$ cat src/xwd_consts.svh
`ifndef XWD_CONSTS_SVH
`define XWD_CONSTS_SVH
// window count and address width
`define XWD_NWIN          3
`define XWD_AW            24
`define XWD_SA_W          12
`define XWD_SA_LSB        12
// periph_window_bus_cfg field positions
`define XWD_CYC_LSB       0
`define XWD_CYC_W         4
`define XWD_RWD_BIT       4
`define XWD_TRI_BIT       5
`define XWD_BTYP_LSB      6
`define XWD_EW_BIT        8
`define XWD_ALE_BIT       9
`define XWD_ACT_BIT       10
`define XWD_BSW_BIT       11
`define XWD_RDY_BIT       12
`define XWD_CFG_MASK      16'h1FFF
`define XWD_CFG_RST       16'h0000
`define XWD_ADR_RST       16'h0000
// size code limits
`define XWD_SZ_MAX        4'hB
`define XWD_BTYP_8        2'h0
`define XWD_BTYP_16       2'h2
`endif

$ cat src/xwd_pkg.sv
package xwd_pkg;
  typedef enum logic [2:0] {
    XWD_IDLE = 3'b000,
    XWD_TURN = 3'b001,
    XWD_CYC  = 3'b011,
    XWD_DONE = 3'b010
  } xwd_state_e;
  typedef logic [15:0] xwd_word_t;
endpackage

$ cat src/xwd_window_match.sv
`timescale 1ns/1ps
`default_nettype none
`include "xwd_consts.svh"
module xwd_window_match (
  input  wire logic [15:0]          adr_sel,
  input  wire logic                 active,
  input  wire logic [`XWD_AW-1:0]   addr,
  output logic                      hit
);
  wire [3:0]            size_code = adr_sel[3:0];
  wire [11:0]           start     = adr_sel[15:4];
  // mask drops the bits inside the window, so bases align to size
  wire [11:0]           keep      = 12'hFFF << size_code;
  wire                  legal     = (size_code <= `XWD_SZ_MAX);
  assign hit = active && legal &&
               (((addr[23:12] ^ start) & keep) == 12'h000);
endmodule // xwd_window_match
`default_nettype wire

$ cat src/xwd_top.sv
`timescale 1ns/1ps
`default_nettype none
`include "xwd_consts.svh"
// Notes on behaviour
// - size code 0..11 gives 4KB..8MB
// - base uses bits above size only
// - active bit enables window chip select
// - reset leaves all windows off, zero
// - bus type: 00 8-bit, 10 16-bit
// - early write ends strobe one clock sooner, in timed cycles only
// - switch control inserts one tri-state cycle
// - turnaround decided by the config left
// - ready bit: peripheral ends cycle, else count
// - timing fields pass as external bus fields
// - peripheral windows win over external windows
// - windows anywhere, smallest is 4KB
module xwd_top
  import xwd_pkg::*;
(
  input  wire logic                 REF_CLK,
  input  wire logic                 RST,
  input  wire logic [1:0]           CFG_SEL,
  input  wire logic                 CFG_WR_CFG,
  input  wire logic                 CFG_WR_ADR,
  input  wire xwd_pkg::xwd_word_t   CFG_WDATA,
  output xwd_pkg::xwd_word_t        CFG_RDATA_CFG,
  output xwd_pkg::xwd_word_t        CFG_RDATA_ADR,
  input  wire logic                 ACC_REQ,
  input  wire logic                 ACC_WR,
  input  wire logic [23:0]          ACC_ADDR,
  input  wire logic                 READY_N,
  output logic                      ACC_DONE,
  output logic                      ACC_PERIPH,
  output logic                      EXT_BUS_SEL,
  output logic [2:0]                PERIPH_CHIP_SELECT,
  output logic                      BUS_16BIT,
  output logic                      WR_STROBE,
  output logic                      BUS_TRISTATE,
  output logic                      LATCH_LENGTHEN,
  output logic                      RW_DELAY,
  output logic                      TRISTATE_TIME
);
  ////////////////////////////////////////////////////////////////////////////
  xwd_word_t  cfg_reg [3];
  xwd_word_t  adr_reg [3];
  xwd_word_t  last_cfg_reg;
  logic       last_valid_reg;
  xwd_state_e state_reg;
  xwd_state_e state_next;
  logic [3:0] cnt_reg;
  logic [3:0] cnt_next;
  logic [1:0] win_reg;
  logic [2:0] hit;
  wire  [1:0] sel_i = (CFG_SEL > 2'd2) ? 2'd2 : CFG_SEL;

  // registers clear to zero, so every window starts disabled
  always_ff @(posedge REF_CLK or posedge RST) begin
    if (RST) begin
      for (int i = 0; i < 3; i++) begin
        cfg_reg[i] <= `XWD_CFG_RST;
        adr_reg[i] <= `XWD_ADR_RST;
      end
    end else begin
      if (CFG_WR_CFG) cfg_reg[sel_i] <= CFG_WDATA & `XWD_CFG_MASK;
      if (CFG_WR_ADR) adr_reg[sel_i] <= CFG_WDATA;
    end
  end
  assign CFG_RDATA_CFG = cfg_reg[sel_i];
  assign CFG_RDATA_ADR = adr_reg[sel_i];

  ////////////////////////////////////////////////////////////////////////////
  genvar g;
  generate
    for (g = 0; g < 3; g++) begin : g_win
      xwd_window_match u_match (
        .adr_sel (adr_reg[g]),
        .active  (cfg_reg[g][`XWD_ACT_BIT]),
        .addr    (ACC_ADDR),
        .hit     (hit[g])
      );
    end
  endgenerate

  // overlapping windows are illegal; lowest index wins so select is one-hot
  wire [1:0] hit_idx = hit[0] ? 2'd0 : (hit[1] ? 2'd1 : 2'd2);
  wire       any_hit = |hit;
  xwd_word_t new_cfg;
  assign new_cfg = cfg_reg[hit_idx];
  xwd_word_t cur_cfg;
  assign cur_cfg = cfg_reg[win_reg];
  // turnaround taken from the old config's switch bit
  wire need_turn = last_valid_reg && (last_cfg_reg != new_cfg) &&
                   last_cfg_reg[`XWD_BSW_BIT];
  wire use_ready = cur_cfg[`XWD_RDY_BIT];
  wire [3:0] cyc_len = cur_cfg[`XWD_CYC_LSB +: `XWD_CYC_W];
  wire cyc_end = use_ready ? ~READY_N : (cnt_reg == cyc_len);

  ////////////////////////////////////////////////////////////////////////////
  always_comb begin
    state_next = state_reg;
    cnt_next   = cnt_reg;
    case (state_reg)
      XWD_IDLE: begin
        cnt_next = 4'h0;
        if (ACC_REQ && any_hit) begin
          state_next = need_turn ? XWD_TURN : XWD_CYC;
        end
      end
      XWD_TURN: state_next = XWD_CYC;
      XWD_CYC: begin
        if (cyc_end) begin
          state_next = XWD_DONE;
        end else begin
          cnt_next = cnt_reg + 4'h1;
        end
      end
      XWD_DONE: state_next = XWD_IDLE;
      default:  state_next = XWD_IDLE;
    endcase
  end

  always_ff @(posedge REF_CLK or posedge RST) begin
    if (RST) begin
      state_reg      <= XWD_IDLE;
      cnt_reg        <= 4'h0;
      win_reg        <= 2'd0;
      last_cfg_reg   <= `XWD_CFG_RST;
      last_valid_reg <= 1'b0;
    end else begin
      state_reg <= state_next;
      cnt_reg   <= cnt_next;
      if (state_reg == XWD_IDLE && ACC_REQ && any_hit) win_reg <= hit_idx;
      if (state_reg == XWD_DONE) begin
        last_cfg_reg   <= cur_cfg;
        last_valid_reg <= 1'b1;
      end
    end
  end

  ////////////////////////////////////////////////////////////////////////////
  wire in_cyc = (state_reg == XWD_CYC);
  // one clock is the finest step here, so the whole last timed cycle goes
  wire last_phase = ~use_ready && (cnt_reg == cyc_len);
  assign ACC_DONE    = (state_reg == XWD_DONE);
  // a peripheral hit hides every external window for this access
  assign ACC_PERIPH  = ACC_REQ && any_hit;
  assign EXT_BUS_SEL = ACC_REQ && !any_hit;
  assign BUS_TRISTATE = (state_reg == XWD_TURN);
  // reserved type codes fall back to 8-bit; software must avoid them
  assign BUS_16BIT = in_cyc &&
    (cur_cfg[`XWD_BTYP_LSB +: 2] == `XWD_BTYP_16);
  // early write drops the strobe in the last timed cycle
  assign WR_STROBE = in_cyc && ACC_WR &&
    !(cur_cfg[`XWD_EW_BIT] && last_phase);
  assign LATCH_LENGTHEN = in_cyc && cur_cfg[`XWD_ALE_BIT];
  assign RW_DELAY       = in_cyc && cur_cfg[`XWD_RWD_BIT];
  assign TRISTATE_TIME  = in_cyc && cur_cfg[`XWD_TRI_BIT];
  always_comb begin
    PERIPH_CHIP_SELECT = 3'b000;
    if (in_cyc) PERIPH_CHIP_SELECT[win_reg] = 1'b1;
  end
endmodule // xwd_top
`default_nettype wire

$ cat config.mk
export PLATFORM = sky130hd
export DESIGN_NAME = xwd_top
export DESIGN_NICKNAME = d
export VERILOG_FILES = /design/src/xwd_pkg.sv /design/src/xwd_window_match.sv /design/src/xwd_top.sv
export VERILOG_INCLUDE_DIRS = /design/src /design/src/src
export SDC_FILE = /design/constraint.sdc
export NUM_CORES = 1
export LEC_CHECK = 0
export BUFFER_PORTS_ARGS = -buffer_cell sky130_fd_sc_hd__buf_2
export CAP_MARGIN = 15
export CORE_MARGIN = 2
export CORE_UTILIZATION = 50
export DETAILED_ROUTE_END_ITERATION = 8
export PLACE_DENSITY = 0.69
export SYNTH_ARGS = -nofsm -noshare
export SYNTH_HDL_FRONTEND = slang
export SYNTH_SLANG_ARGS = --single-unit
$ cat constraint.sdc
create_clock -name REF_CLK -period 3.5 [get_ports REF_CLK]
set_input_delay 0.175 -clock REF_CLK [delete_from_list [all_inputs] [get_ports REF_CLK]]
set_output_delay 0.175 -clock REF_CLK [all_outputs]
set_load 0.02 [all_outputs]
# Yosys cells after proc, flatten, opt, wreduce, memory -nomap -nowiden

Cells that the tools add are included.

Flip-flop bits (word level): 122
Input port bits: 49
Output and inout bits: 44
Word-level logic and storage cells: 106

Add/subtract/negate cells: 1
Order comparisons: 10
Equal/unequal tests: 9
Shift operators: 3
Multiplexer cells: 29
Bitwise logic cells: 11
Reductions and logical operators: 32

Operator list:

| kind                    | number |
|---|---|
| $mux W16                | 9 |
| $bmux W16 S2            | 4 |
| $bwmux W48              | 2 |
| $and A12 B12 Y12        | 3 |
| $logic_not A12 Y1       | 3 |
| $shl A12 B4 Y12 const A | 3 |
| $xor A12 B12 Y12        | 3 |
| $demux W16 S2           | 1 |
| $logic_and A1 B1 Y1     | 22 |
| $ne A16 B16 Y1          | 1 |
| $le A4 B4 Y1 const B    | 3 |
| $ge A3 B3 Y1 const B    | 3 |
| $mux W3                 | 3 |
| $not A2 Y3              | 3 |
| $pmux W3 S3             | 1 |
| $mux W2                 | 4 |
| $pmux W4 S2             | 1 |
| $eq A3 B2 Y1 const B    | 2 |
| $ne A2 B2 Y1 const B    | 3 |
| $add A4 B1 Y4 const B   | 1 |
| $eq A4 B4 Y1            | 1 |
| $mux W4                 | 1 |
| $reduce_and A2 Y1       | 2 |
| $eq A3 B1 Y1 const B    | 1 |
| other kinds (12)        | 15 |

# Depth between registers and ports, before layout

Gate-level depths: netlist (run 1).

Depth in word-level cells: 16
Depth in mapped cells: 11
Depth with buffers taken out: 9

# Modules after synthesis

From an unflattened synthesis (run 1), not the netlist that was laid out.

Cell total of the unflattened synthesis: 599
Area, all modules: 6352.3 µm²

Modules (own cells, without submodules):

| module           | times used | cells each | area each (µm²) | sequential area each (µm²) |
|---|---|---|---|---|
| xwd_top          | 1          | 509        | 5657.9          | 2727.6 |
| xwd_window_match | 3          | 30         | 231.5           | 0.0 |

# Least setup slack after synthesis (run 1)

Ideal clock, no wire load.

Path kind: reg2reg
Start point: register adr_reg[18] in the netlist's numbering
End point: register state_reg[1]
Library setup time: 0.124 ns
Arrival: 1.970 ns
Required time: 3.376 ns
Setup slack: 1.407 ns
Cell stages (with the launch flop): 11
Path buffers: 1
Period minus slack after synthesis: 2.093 ns
Path through: dfrtp_1 -> buf_2 -> or3_1 -> a21oi_1 -> nor4_1 -> nand4_1 -> mux2_2 -> and2_0 -> o21a_1 -> o211ai_1 -> o21ai_1

Word-level cells in the longest chain between the ends: 16
Elaborated cells on any way between the ends: 22
Classes of those cells: 1 x order compare; 2 x eq/ne; 1 x shift; 8 x mux; 2 x bitwise; 8 x reduce/logical

Ends and longest elaborated chain:

| item                                        | line                   | source |
|---|---|---|
| from (decl)                                 | xwd_top.sv:45          | `xwd_word_t adr_reg [3];` |
| from (signal, indexed assignment)           | xwd_top.sv:61          | `` adr_reg[i] <= `XWD_ADR_RST; `` |
| $shl A12 B4 Y12                             | xwd_window_match.sv:13 | `wire [11:0] keep = 12'hFFF << size_code;` |
| $and A12 B12 Y12                            | xwd_window_match.sv:16 | `(((addr[23:12] ^ start) & keep) == 12'h000);` |
| $logic_not A12 Y1                           | xwd_window_match.sv:16 |  |
| $logic_and A1 B1 Y1 (*)                     | xwd_window_match.sv:15 | `assign hit = active && legal &&` |
| $mux W2 (2 in a row)                        | xwd_top.sv:85          | `wire [1:0] hit_idx = hit[0] ? 2'd0 : (hit[1] ? 2'd1 : 2'd2);` |
| $not A2 Y3 (not written as such)            | xwd_top.sv:88          | `assign new_cfg = cfg_reg[hit_idx];` |
| $bmux W16 S2                                | xwd_top.sv:88          |  |
| $mux W16 (not written as such) (2 in a row) | xwd_top.sv:88          |  |
| $ne A16 B16 Y1                              | xwd_top.sv:92          | `wire need_turn = last_valid_reg && (last_cfg_reg != new_cfg) &&` |
| $logic_and A1 B1 Y1 (2 in a row)            | xwd_top.sv:92          |  |
| $mux W2                                     | xwd_top.sv:106         | `state_next = need_turn ? XWD_TURN : XWD_CYC;` |
| $mux W3                                     | xwd_top.sv:105         | `if (ACC_REQ && any_hit) begin` |
| $pmux W3 S3                                 | xwd_top.sv:102         | `case (state_reg)` |
| to (signal assigned)                        | xwd_top.sv:130         | `state_reg <= state_next;` |
| to (decl)                                   | xwd_top.sv:48          | `xwd_state_e state_reg;` |

Every way passes the cells marked *; elsewhere a longest branch is shown, timed or not. The select of a mux whose other input is x is not followed.
A chain may end at the register's enable or synchronous reset.

# Final worst setup path (run 1)

Start point: register win_reg[1]
End point: output port WR_STROBE

Word-level cells in the longest chain between the ends: 9
Elaborated cells on any way between the ends: 10
Classes of those cells: 1 x eq/ne; 3 x mux; 2 x bitwise; 4 x reduce/logical

Ends and longest elaborated chain:

| item                                              | line           | source |
|---|---|---|
| from (decl)                                       | xwd_top.sv:52  | `logic [1:0] win_reg;` |
| from (signal assigned)                            | xwd_top.sv:132 | `if (state_reg == XWD_IDLE && ACC_REQ && any_hit) win_reg <= hit_idx;` |
| $not A2 Y3 (not written as such) (*)              | xwd_top.sv:90  | `assign cur_cfg = cfg_reg[win_reg];` |
| $bmux W16 S2 (*)                                  | xwd_top.sv:90  |  |
| $mux W16 (not written as such) (*) (2 in a row)   | xwd_top.sv:90  |  |
| $eq A4 B4 Y1 / $not A1 Y1 (equally long branches) | xwd_top.sv:143 | `wire last_phase = ~use_ready && (cnt_reg == cyc_len);` |
| $logic_and A1 B1 Y1                               | xwd_top.sv:143 |  |
| $logic_and A1 B1 Y1 (*)                           | xwd_top.sv:154 | `` !(cur_cfg[`XWD_EW_BIT] && last_phase); `` |
| $logic_not A1 Y1 (*)                              | xwd_top.sv:154 |  |
| $logic_and A1 B1 Y1 (*)                           | xwd_top.sv:153 | `assign WR_STROBE = in_cyc && ACC_WR &&` |
| to (decl)                                         | xwd_top.sv:37  | `output logic WR_STROBE,` |

Marks and branches as above.

==> results by group, run 1 <==
Worst setup path
  – Kind of critical path: reg2out
  – Worst reg2reg setup slack: roughly 0.84 ns
  – Worst R2R Start: win_reg[1]$_DFFE_PP0P_
  – Worst EP arrival: about 2.6 ns
  – Crit Path Max Fanout: 14
  – Critical Path RT: approximately 3.3 ns
  – CP Launch Type: flop
  – FF-to-FF path depth: 8
  – CP endpoint kind: output port
  – R2R Path End: cnt_reg[2]$_DFFE_PP0P_
  – Setup crit start: win_reg[1]$_DFFE_PP0P_
  – Critical Path Sink: WR_STROBE

Clock tree
  – CTS Root Cell: clkbuf_16
  – Clk sink count: approximately 110
  – Clock-pin slew on the worst setup and hold paths: about 0.070 ns
  – Post-CTS Setup Bufs: 0
  – Num CTS Buffers: 9
  – Post-CTS Resized: 0
  – Max clock buf depth: 2
  – CTS tree: yes
  – H-tree Lvls: 3
  – Worst-skew pair later-pin latency: about 0.36 ns

Global routing
  – Busiest grt layer: met2
  – Number of global-route vias before repair: a little under 5k
  – GR Util All Layers: roughly 25%
  – GR Util met3: roughly 5.3%
  – Global route overflow: 0
  – Met1 Use GR: approximately a third
  – Largest net degree at the start of global routing: 86
  – GRT met2 Usage: 44.4%
  – Initial antenna violation count: 0
  – First-pass GRT wire length: around 26 mm

Layout
  – Fin util: between 50% and 60%
  – Finished Cell Area: 7150 um^2
  – Filler cell count: roughly 1.1k
  – Antenna diode count: 0
  – Seq. cell area: 2730 um^2
  – Synthesis-to-finish area growth: 14.3%
  – Fin nets: ~720
  – Fraction of layout cells with a size suffix above 1: between 20% and 30%
  – Max reg flops: 48
  – Multi-input logic area: between 3000 and 4000 um^2

Die
  – Core Rows: 40
  – Full die area: about 13000 um^2
  – # IOs: 93
  – Starting density of the core: slightly above 50%
  – Chip height: 116 um
  – Die W: around 120 um
  – Core Region: roughly 12000 um^2

Logic synthesis
  – Register bit total from synthesis: around 110
  – Post-synth ARST share: 100%
  – Adder-cell share of the synthesized area: 0.200%
  – Mux contribution to synthesized area: a little under a quarter
  – Xor/xnor share of the synthesized area: a little under a tenth
  – Syn Inst Count: ~600
  – Synth area leaders: dfrtp_1 44%, mux2_2 16%, mux2i_1 7.4%
  – Post-Synth Simple-Gate Area: under 10%
  – Most frequent cell after synthesis: dfrtp_1
  – Synth cell types: 55
  – Number of flops mapped to enable cells by yosys: 0
  – Main flop type after synthesis: dfrtp_1
  – Synth Area in Compound Gates: roughly 11%
  – Top cells by count, synth: 109 x dfrtp_1, 88 x mux2_2, 64 x nand2_1
  – Synth area leader: dfrtp_1
  – Largest family of logic cells by synthesized area: multiplexers
  – Mapped Area: 6250 um^2
  – Share of the synthesized area in the top cell type: between 40 and 50%
  – Sequential fraction of the synthesis area: between 40% and 50%
  – Yosys Warn Count: 0
  – Avg Cell Area, Syn: around 10 um^2

Pwr
  – Clock network power share: 24.3%
  – Sw frac: between 30% and 40%
  – PD cells: between 600 and 700 nW/um^2
  – Psw: about 1600 uW
  – Final total power: roughly 4300 uW
  – Leak Pwr: 0.00324 uW
  – Combinational power share: 31.8%
  – Seq pwr share: around 44%
  – Peak supply drop: roughly 0.00035 V
  – P_int: roughly 2800 uW

Flow run
  – Max-cap viol count: 0

Timing
  – Setup TNS: 0 ns
  – Final setup violation count: 0
  – Slew Viols, Final: 0
  – Worst-Margin Slew: between 0.9 and 1 ns
  – Crit path time final: roughly 2.8 ns
  – Period utilization: 79.1%
  – Final hold violation count: 0
  – Slew Limit Headroom: between 30% and 40%
  – Clock skew: between 0.007 and 0.008 ns
  – Unrepaired setup endpoints after global routing: no
  – Max Fclk: between 300 and 400 MHz

Routing
  – Wire per inst: around 19 um
  – DRC: 0
  – Routed Antenna Nets: 0
  – Drt pass-1 iters: 5
  – Via count: ~4.8k
  – Vias per cell: approximately 5.6
  – 1st-iter DRT viols: between 200 and 250
  – Routed WL: roughly 16 mm

Placed design
  – Detailed Place HPWL: ~11 mm
  – Port buffer count: 77
  – Cell Area, Placed: 6810 um^2
  – Gp weighted congestion: a little over 0.9

Run status
  – Outcome: finished, final reports clean

Worst hold path
  – Hold crit path type: in2reg
  – HP Start: CFG_WDATA[14]
==> metrics by stage <==
step,setup slack (ns),hold slack (ns),cells
floorplan,0.451,0.292,605
global placement,0.929,0.432,829
detailed placement,0.829,0.444,829
CTS,0.742,0.0720,845
global route,0.549,0.0768,847
finish,0.732,0.0759,847
==> worst min-delay path by stage <==
| stage | to | cells past startpoint |
|---|---|---|
| after detailed placement | adr_reg[14]$_DFFE_PP0P_ | 2 |
| after floorplan | adr_reg[34]$_DFFE_PP0P_ | 2 |
| final | adr_reg[46]$_DFFE_PP0P_ | 2 |
| after global placement | adr_reg[14]$_DFFE_PP0P_ | 2 |
| after global routing | adr_reg[46]$_DFFE_PP0P_ | 2 |
| after CTS | adr_reg[46]$_DFFE_PP0P_ | 2 |
==> kinds of logic (layout without fill, tap and decap cells) <==
| group | Yosys count | after routing |
|---|---|---|
| muxes | 134 | 134 |
| and+or+nand+nor | 130 | 130 |
| AOI/OAI and AO/OA | 117 | 117 |
| DFF | 109 | 109 |
| xor gates and xnor gates | 64 | 64 |
| buffers and inverters | 47 | 121 |
| adders and majority gates | 1 | 1 |
| other | 1 | 3 |
==> power groups by stage <==
stage / combinational, uW / clock (uW) / sequential [uW]
2_1_floorplan: 1060 / 0 / 1780
3_3_place_gp: 1330 / 0 / 1880
3_5_place_dp: 1360 / 0 / 1900
4_1_cts: 1370 / 1070 / 1880
5_1_grt: 1520 / 1120 / 1930
6_report: 1370 / 1050 / 1890
==> critical path, stage by stage (launching register included) <==
cell	delay, ns
dfrtp_1	0.52
nor2b_2	0.64
a21oi_1	0.22
xnor2_1	0.17
nor4_1	0.37
a21oi_1	0.12
buf_2	0.18
==> repair_timing <==
action / 4_1_cts / 5_1_grt
hold endpoints to repair: 0 / 17
setup endpoints to repair: 0 / 0
hold buffers: 0 / 1
==> area by class of cell <==
cell class / count / area share [%]
clock buffer: 12 / 3.45
tap: 168 / 2.94
clock inverter: 4 / 0.788
inverter: 15 / 0.823
multi-input combinational: 449 / 46.8
sequential: 109 / 38.2
timing repair buffer: 90 / 7.07
==> cells in the final DEF, fill, tap and decap left out, types with 9 or more instances in the layout <==
cell,instances
dfrtp_1,109
a21oi_1,29
mux2i_1,46
nor2_1,25
nand2_1,64
xnor2_1,36
xor2_1,27
mux2_2,88
inv_1,14
buf_2,77
o21ai_0,58
buf_4,11
clkbuf_16,9
==> layer usage <==
| metal | vias to the layer above | routed length (um) | part of all wire [%] |
|---|---|---|---|
| met5 | - | 0 | 0 |
| met1 | 2342 | 6980 | 43 |
| met4 | 0 | 283 | 1.8 |
| met3 | 23 | 752 | 4.7 |
| li1 | 2253 | - | - |
| met2 | 133 | 8150 | 50 |
Power figures use the tool's default switching activity.
==> run 2: changes to the inputs <==
Clock period 3.5 ns to 2.55 ns, I/O delays scaled along.
==> results by group, run 2 (synthesized netlist as in run 1, its figures left out) <==
Run status
  – Outcome: finished, final reports clean

Placed design
  – Placed Cells: 834 (+0.60%)
  – Port buffer count: 77 (unchanged)
  – DP Worst Slack: 0.192 ns (-0.637 ns)
  – Detailed Place HPWL: 11.6 mm (+3.2%)
  – Gp weighted congestion: 0.929 (+1.7%)

Worst setup path
  – R2R Path End: state_reg[1]$_DFFE_PP0P_
  – Worst reg2reg setup slack: 0.17 ns (-0.67 ns)
  – CP endpoint kind: output port
  – Critical Path RT: 2.42 ns (-0.90 ns)
  – Worst EP arrival: 2.30 ns (-0.29 ns)
  – Crit Path Max Fanout: 6 (-8)
  – Kind of critical path: reg2out
  – CP Launch Type: flop
  – FF-to-FF path depth: 10 (+2)
  – Worst R2R Start: adr_reg[17]$_DFFE_PP0P_

Clock tree
  – H-tree Lvls: 3 (unchanged)
  – Max clock buf depth: 2 (unchanged)
  – Num CTS Buffers: 9 (unchanged)
  – Worst-skew pair later-pin latency: 0.36 ns (about the same)
  – Clk sink count: 109 (unchanged)
  – Clock-pin slew on the worst setup and hold paths: 0.07 ns (about the same)
  – CTS Root Cell: clkbuf_16
  – CTS tree: yes

Layout
  – Commonest non-fill, non-tap cells in the layout: 106 x dfrtp_1, 88 x mux2_2, 77 x buf_2, 64 x nand2_1, 57 x o21ai_0
  – Fin nets: 731 (+0.97%)
  – Max reg flops: 48 (unchanged)
  – Fraction of layout cells with a size suffix above 1: 31.3% (+1.7 points)
  – Antenna diode count: 0 (unchanged)
  – Synthesis-to-finish area growth: 15.3%
  – Leading cell type in the layout, fill and taps excluded: dfrtp_1
  – Fin util: 59.6% (+0.55 points)
  – Finished Layout Cells: 854 (+0.83%)

Pwr
  – Peak supply drop: 0.000525 V (+52%)
  – Final total power: 5960 uW (+38%)
  – PD cells: 826 nW/um^2 (+37%)
  – Leak Pwr: 0.00326 uW (+0.61%)

Flow run
  – Max-cap viol count: 0 (unchanged)

Timing
  – Slew Limit Headroom: 44.4% (+5.1 points)
  – Unrepaired setup endpoints after global routing: yes
  – Crit path time final: between 2 and 2.5 ns
  – Worst-Margin Slew: 0.832 ns (-0.0781 ns)
  – Period utilization: between 90% and 100%
  – Setup TNS: 0 ns (unchanged)
  – Slew Viols, Final: 0 (unchanged)
  – Final setup violation count: 0 (unchanged)
  – Clock skew: 0.00530 ns (-0.00217 ns)
  – Fin worst setup slack: 0.120 ns (-0.612 ns)
  – Max Fclk: roughly 410 MHz
  – Final hold violation count: 0 (unchanged)

Worst hold path
  – HP Start: CFG_WDATA[14]
  – Hold crit path type: in2reg
  – Hold endpoint: adr_reg[14]$_DFFE_PP0P_
  – Hold path depth: 2 (unchanged)

Global routing
  – Global route overflow: 0 (unchanged)
  – Number of global-route vias before repair: 4919 (+0.82%)
  – Initial antenna violation count: 0 (unchanged)
  – Largest net degree at the start of global routing: 43 (-50%)
  – First-pass GRT wire length: 26.1 mm (+1.3%)
  – GR Util All Layers: 25.7% (+0.36 points)

Routing
  – Routed WL: 16.2 mm (+0.12%)
  – Wire per inst: 19.0 um (-0.70%)
  – Met3 WL: 632 um (-16%)
  – Top Layer Used: met4
  – Vias per cell: 5.64 (+0.50%)
  – WL met1: 7.17 mm (+2.8%)
  – 1st-iter DRT viols: 332 (+38%)
  – Met2 WL: 7.99 mm (-2.0%)
  – Routed Antenna Nets: 0 (unchanged)
  – Drt pass-1 iters: 6 (+1)
  – DRC: 0 (unchanged)
  – Via count: 4814 (+1.3%)

Die
  – Die W: 116 um (unchanged)
  – # IOs: 93 (unchanged)
  – Full die area: 13400 um^2 (unchanged)
  – Core Rows: 40 (unchanged)
  – Chip height: 116 um (unchanged)
  – Core Region: 12100 um^2 (unchanged)
  – Starting density of the core: 51.6% (unchanged)
[run 2: cell count changes in the layout (fill, tap and decap cells not counted), moves of 3 or more]
cell,change
dfrtp_1,-3
dfrtp_2,+3
buf_4,+7
clkinvlp_4,+4
[run 2: layout make-up]
type | instances | area (um^2)
Clock inverter | 6 | 72.6
Inverter | 15 | 60.1
Multi-Input combinational cell | 449 | 3360
Sequential cell | 109 | 2730
Timing Repair Buffer | 97 | 551
Clock buffer | 10 | 229
Tap cell | 168 | 210
Fill cell | 1081 | 4900
[run 2: where the power goes]
group / switching (uW) / internal [uW]
registers: 501 / 2090
clock network: 668 / 771
logic: 1010 / 922
total: 2180 / 3780
[run 2: critical path, stage by stage, from the launching register on]
cell	delay (ns)
dfrtp_1	0.42
xor2_1	0.18
a222oi_1	0.33
o2111ai_1	0.18
a211o_2	0.41
nand2_4	0.12
o21a_4	0.14
buf_2	0.16
[run 2: timing repair]
action                                  4_1_cts  5_1_grt
endpoints found under the setup margin        0        6
hold buffers                                  1        0
buffers inserted                              0        3
resized for setup                             0        8
hold endpoints to repair                     21        0
[run 2: how the worst max path moves through the flow]
stage                                          end  slack, ns  cells after the start                     from
after CTS                               ACC_PERIPH       0.04                      7  adr_reg[33]$_DFFE_PP0P_
after detailed placement  state_reg[1]$_DFFE_PP0P_       0.19                     10  adr_reg[17]$_DFFE_PP0P_
after floorplan           state_reg[1]$_DFFE_PP0P_       0.46                     10  adr_reg[18]$_DFFE_PP0P_
final                                   ACC_PERIPH       0.12                      7  adr_reg[38]$_DFFE_PP0P_
after global routing                    ACC_PERIPH     0.0005                      7  adr_reg[38]$_DFFE_PP0P_
after global placement    state_reg[1]$_DFFE_PP0P_       0.18                     10  adr_reg[19]$_DFFE_PP0P_
[run 2: per-layer routing]
metal	up-vias	GRT usage [%]
met5	-	0
met4	0	8.73
li1	2261	-
met3	27	5.28
met1	2385	32.8
met2	141	43.8
[run 2: through the flow]
| step | area (um^2) | hold WS [ns] |
|---|---|---|
| after floorplan | 6270 | 0.244 |
| after global placement | 6860 | 0.193 |
| after detailed placement | 6860 | 0.202 |
| after CTS | 7170 | 0.0231 |
| after global routing | 7210 | 0.0315 |
| final | 7210 | 0.0283 |
==> run 3: changes to the inputs <==
Settings changed: PLACE_DENSITY 0.69 to 0.7.
Clock period 2.55 ns to 2.4 ns, I/O delays scaled along.
==> results by group, run 3 (synthesized netlist as in run 1, its figures left out) <==
Run status
  – Outcome: finished with violations
  – Violated checks: setup timing

Worst setup path
  – R2R Path End: state_reg[1]$_DFFE_PP0P_
  – Critical Path RT: 2.68 ns (+0.26 ns)
  – FF-to-FF path depth: 10 (unchanged)
  – Kind of critical path: reg2reg
  – CP Launch Type: flop
  – Worst reg2reg setup slack: -0.03 ns (-0.20 ns)
  – Crit Path Max Fanout: 4 (-2)
  – Worst EP arrival: 2.71 ns (+0.41 ns)
  – CP endpoint kind: flop
  – Worst R2R Start: adr_reg[16]$_DFFE_PP0P_

Global routing
  – Initial antenna violation count: 0 (unchanged)
  – Number of global-route vias before repair: 4979 (+1.2%)
  – Largest net degree at the start of global routing: 46 (+7.0%)
  – Global route overflow: 0 (unchanged)
  – GRT met2 Usage: 43.9% (+0.12 points)
  – GR Util All Layers: 25.7% (about the same)
  – Met1 Use GR: 32.0% (-0.83 points)
  – GR Util met3: 6.59% (+1.3 points)
  – First-pass GRT wire length: 26.2 mm (+0.26%)
  – Busiest grt layer: met2

Pwr
  – Seq pwr share: 41.5% (-2.0 points)
  – Clock network power share: 23.0% (-1.2 points)
  – Peak supply drop: 0.000612 V (+16%)
  – Final total power: 6580 uW (+10%)
  – Sw frac: 36.1% (-0.37 points)
  – Leak Pwr: 0.00345 uW (+5.9%)
  – PD cells: 872 nW/um^2 (+5.6%)
  – Psw: 2380 uW (+9.2%)
  – P_int: 4200 uW (+11%)
  – Combinational power share: 35.5% (+3.2 points)

Worst hold path
  – HP Start: CFG_WDATA[13]
  – Hold endpoint: adr_reg[13]$_DFFE_PP0P_
  – Hold crit path type: in2reg
  – Hold path depth: 2 (unchanged)

Timing
  – Max Fclk: 412 MHz
  – Crit path time final: approximately 2.4 ns
  – Hold WS: 0.0174 ns (-0.0109 ns)
  – Worst-Margin Slew: 0.731 ns (-0.101 ns)
  – Clock skew: 0.00702 ns (+0.00172 ns)
  – Final setup violation count: 1 (+1)
  – Slew Viols, Final: 0 (unchanged)
  – Final hold violation count: 0 (unchanged)
  – Period utilization: 101%
  – Unrepaired setup endpoints after global routing: yes
  – Slew Limit Headroom: 51.1% (+6.7 points)
  – Setup TNS: -0.0257 ns (-0.0257 ns)
  – Fin worst setup slack: -0.0257 ns (-0.146 ns)

Clock tree
  – Worst-skew pair later-pin latency: 0.36 ns (about the same)
  – Num CTS Buffers: 9 (unchanged)
  – CTS tree: yes
  – CTS Root Cell: clkbuf_16
  – Max clock buf depth: 2 (unchanged)
  – H-tree Lvls: 3 (unchanged)
  – Clk sink count: 109 (unchanged)
  – Clock-pin slew on the worst setup and hold paths: 0.07 ns (about the same)

Die
  – Full die area: 13400 um^2 (unchanged)
  – Core Region: 12100 um^2 (unchanged)
  – Starting density of the core: 51.6% (unchanged)
  – Core Rows: 40 (unchanged)
  – # IOs: 93 (unchanged)
  – Chip height: 116 um (unchanged)
  – Die W: 116 um (unchanged)

Layout
  – Fin nets: 760 (+4.0%)
  – Leading cell type in the layout, fill and taps excluded: dfrtp_1
  – Antenna diode count: 0 (unchanged)
  – Commonest non-fill, non-tap cells in the layout: 106 x dfrtp_1, 88 x mux2_2, 76 x buf_2, 64 x nand2_1, 58 x o21ai_0
  – Finished Layout Cells: 883 (+3.4%)
  – Synthesis-to-finish area growth: 20.6%
  – Fin util: 62.3% (+2.7 points)
  – Max reg flops: 48 (unchanged)
  – Fraction of layout cells with a size suffix above 1: 35.9% (+4.6 points)

Routing
  – Routed Antenna Nets: 0 (unchanged)
  – Routed WL: 16.6 mm (+2.4%)
  – Wire per inst: 18.8 um (-0.95%)
  – Drt pass-1 iters: 4 (-2)
  – DRC: 0 (unchanged)
  – Via count: 4956 (+2.9%)
  – 1st-iter DRT viols: 305 (-8.1%)
  – Vias per cell: 5.61 (-0.43%)

Placed design
  – Gp weighted congestion: 0.942 (+1.4%)
  – Port buffer count: 77 (unchanged)
  – Detailed Place HPWL: 11.7 mm (+1.1%)
  – Placed Cells: 843 (+1.1%)

Flow run
  – Max-cap viol count: 0 (unchanged)
## run 3: area by class of cell
cell class              instances  area (um^2)
fillers                      1019         4570
repair buffers                126          778
inverters                      15         60.1
flip-flops and latches        109         2730
clock inverters                 6         61.3
multi-input cells             449         3460
clock buffers                  10          239
well taps                     168          210
## run 3: per-stage QoR
stage	area (um^2)	setup slack (ns)
global placement	6930	0.0291
global route	7540	-0.106
floorplan	6270	0.307
CTS	7390	-0.0103
detailed placement	6930	-0.115
finish	7540	-0.0257
## run 3: worst max-delay path by stage
| stage | from | endpoint | slack, ns | depth (start not counted) |
|---|---|---|---|---|
| CTS | adr_reg[16]$_DFFE_PP0P_ | state_reg[1]$_DFFE_PP0P_ | -0.01 | 10 |
| global placement | adr_reg[29]$_DFFE_PP0P_ | state_reg[1]$_DFFE_PP0P_ | 0.03 | 10 |
| floorplan | adr_reg[18]$_DFFE_PP0P_ | state_reg[1]$_DFFE_PP0P_ | 0.31 | 10 |
| global route | win_reg[1]$_DFFE_PP0P_ | WR_STROBE | -0.11 | 10 |
| detailed placement | adr_reg[29]$_DFFE_PP0P_ | state_reg[1]$_DFFE_PP0P_ | -0.11 | 10 |
| finish | adr_reg[16]$_DFFE_PP0P_ | state_reg[1]$_DFFE_PP0P_ | -0.03 | 10 |
## run 3: worst max-delay path: stages (launching register included)
cell      delay [ns]
dfrtp_1         0.41
or3_4           0.41
a21oi_4         0.18
nor4_4          0.07
nand4_1         0.22
buf_4           0.15
mux2_2          0.32
a221oi_2        0.25
o211a_1         0.18
a21oi_1         0.04
o21ai_1         0.11
## run 3: repair_timing
action,in CTS,in global routing
hold buffers,1,0
endpoints found under the hold margin,29,0
pin swaps,8,9
endpoints found under the setup margin,4,4
buffers inserted,12,11
gates resized for setup,14,13
## run 3: metal layers
| metal | part of all wire [%] | vias to the layer above |
|---|---|---|
| li1 | - | 2338 |
| met1 | 42 | 2432 |
| met2 | 50 | 154 |
| met3 | 6.2 | 32 |
| met4 | 2.5 | 0 |
| met5 | 0 | - |
## run 3: power by group through the flow
stage,logic [uW],clock network [uW],registers (uW)
final,2340,1510,2730
after global routing,2560,1610,2790
after CTS,2180,1550,2740
after detailed placement,2050,0,2770
after global placement,1990,0,2740
after floorplan,1550,0,2590
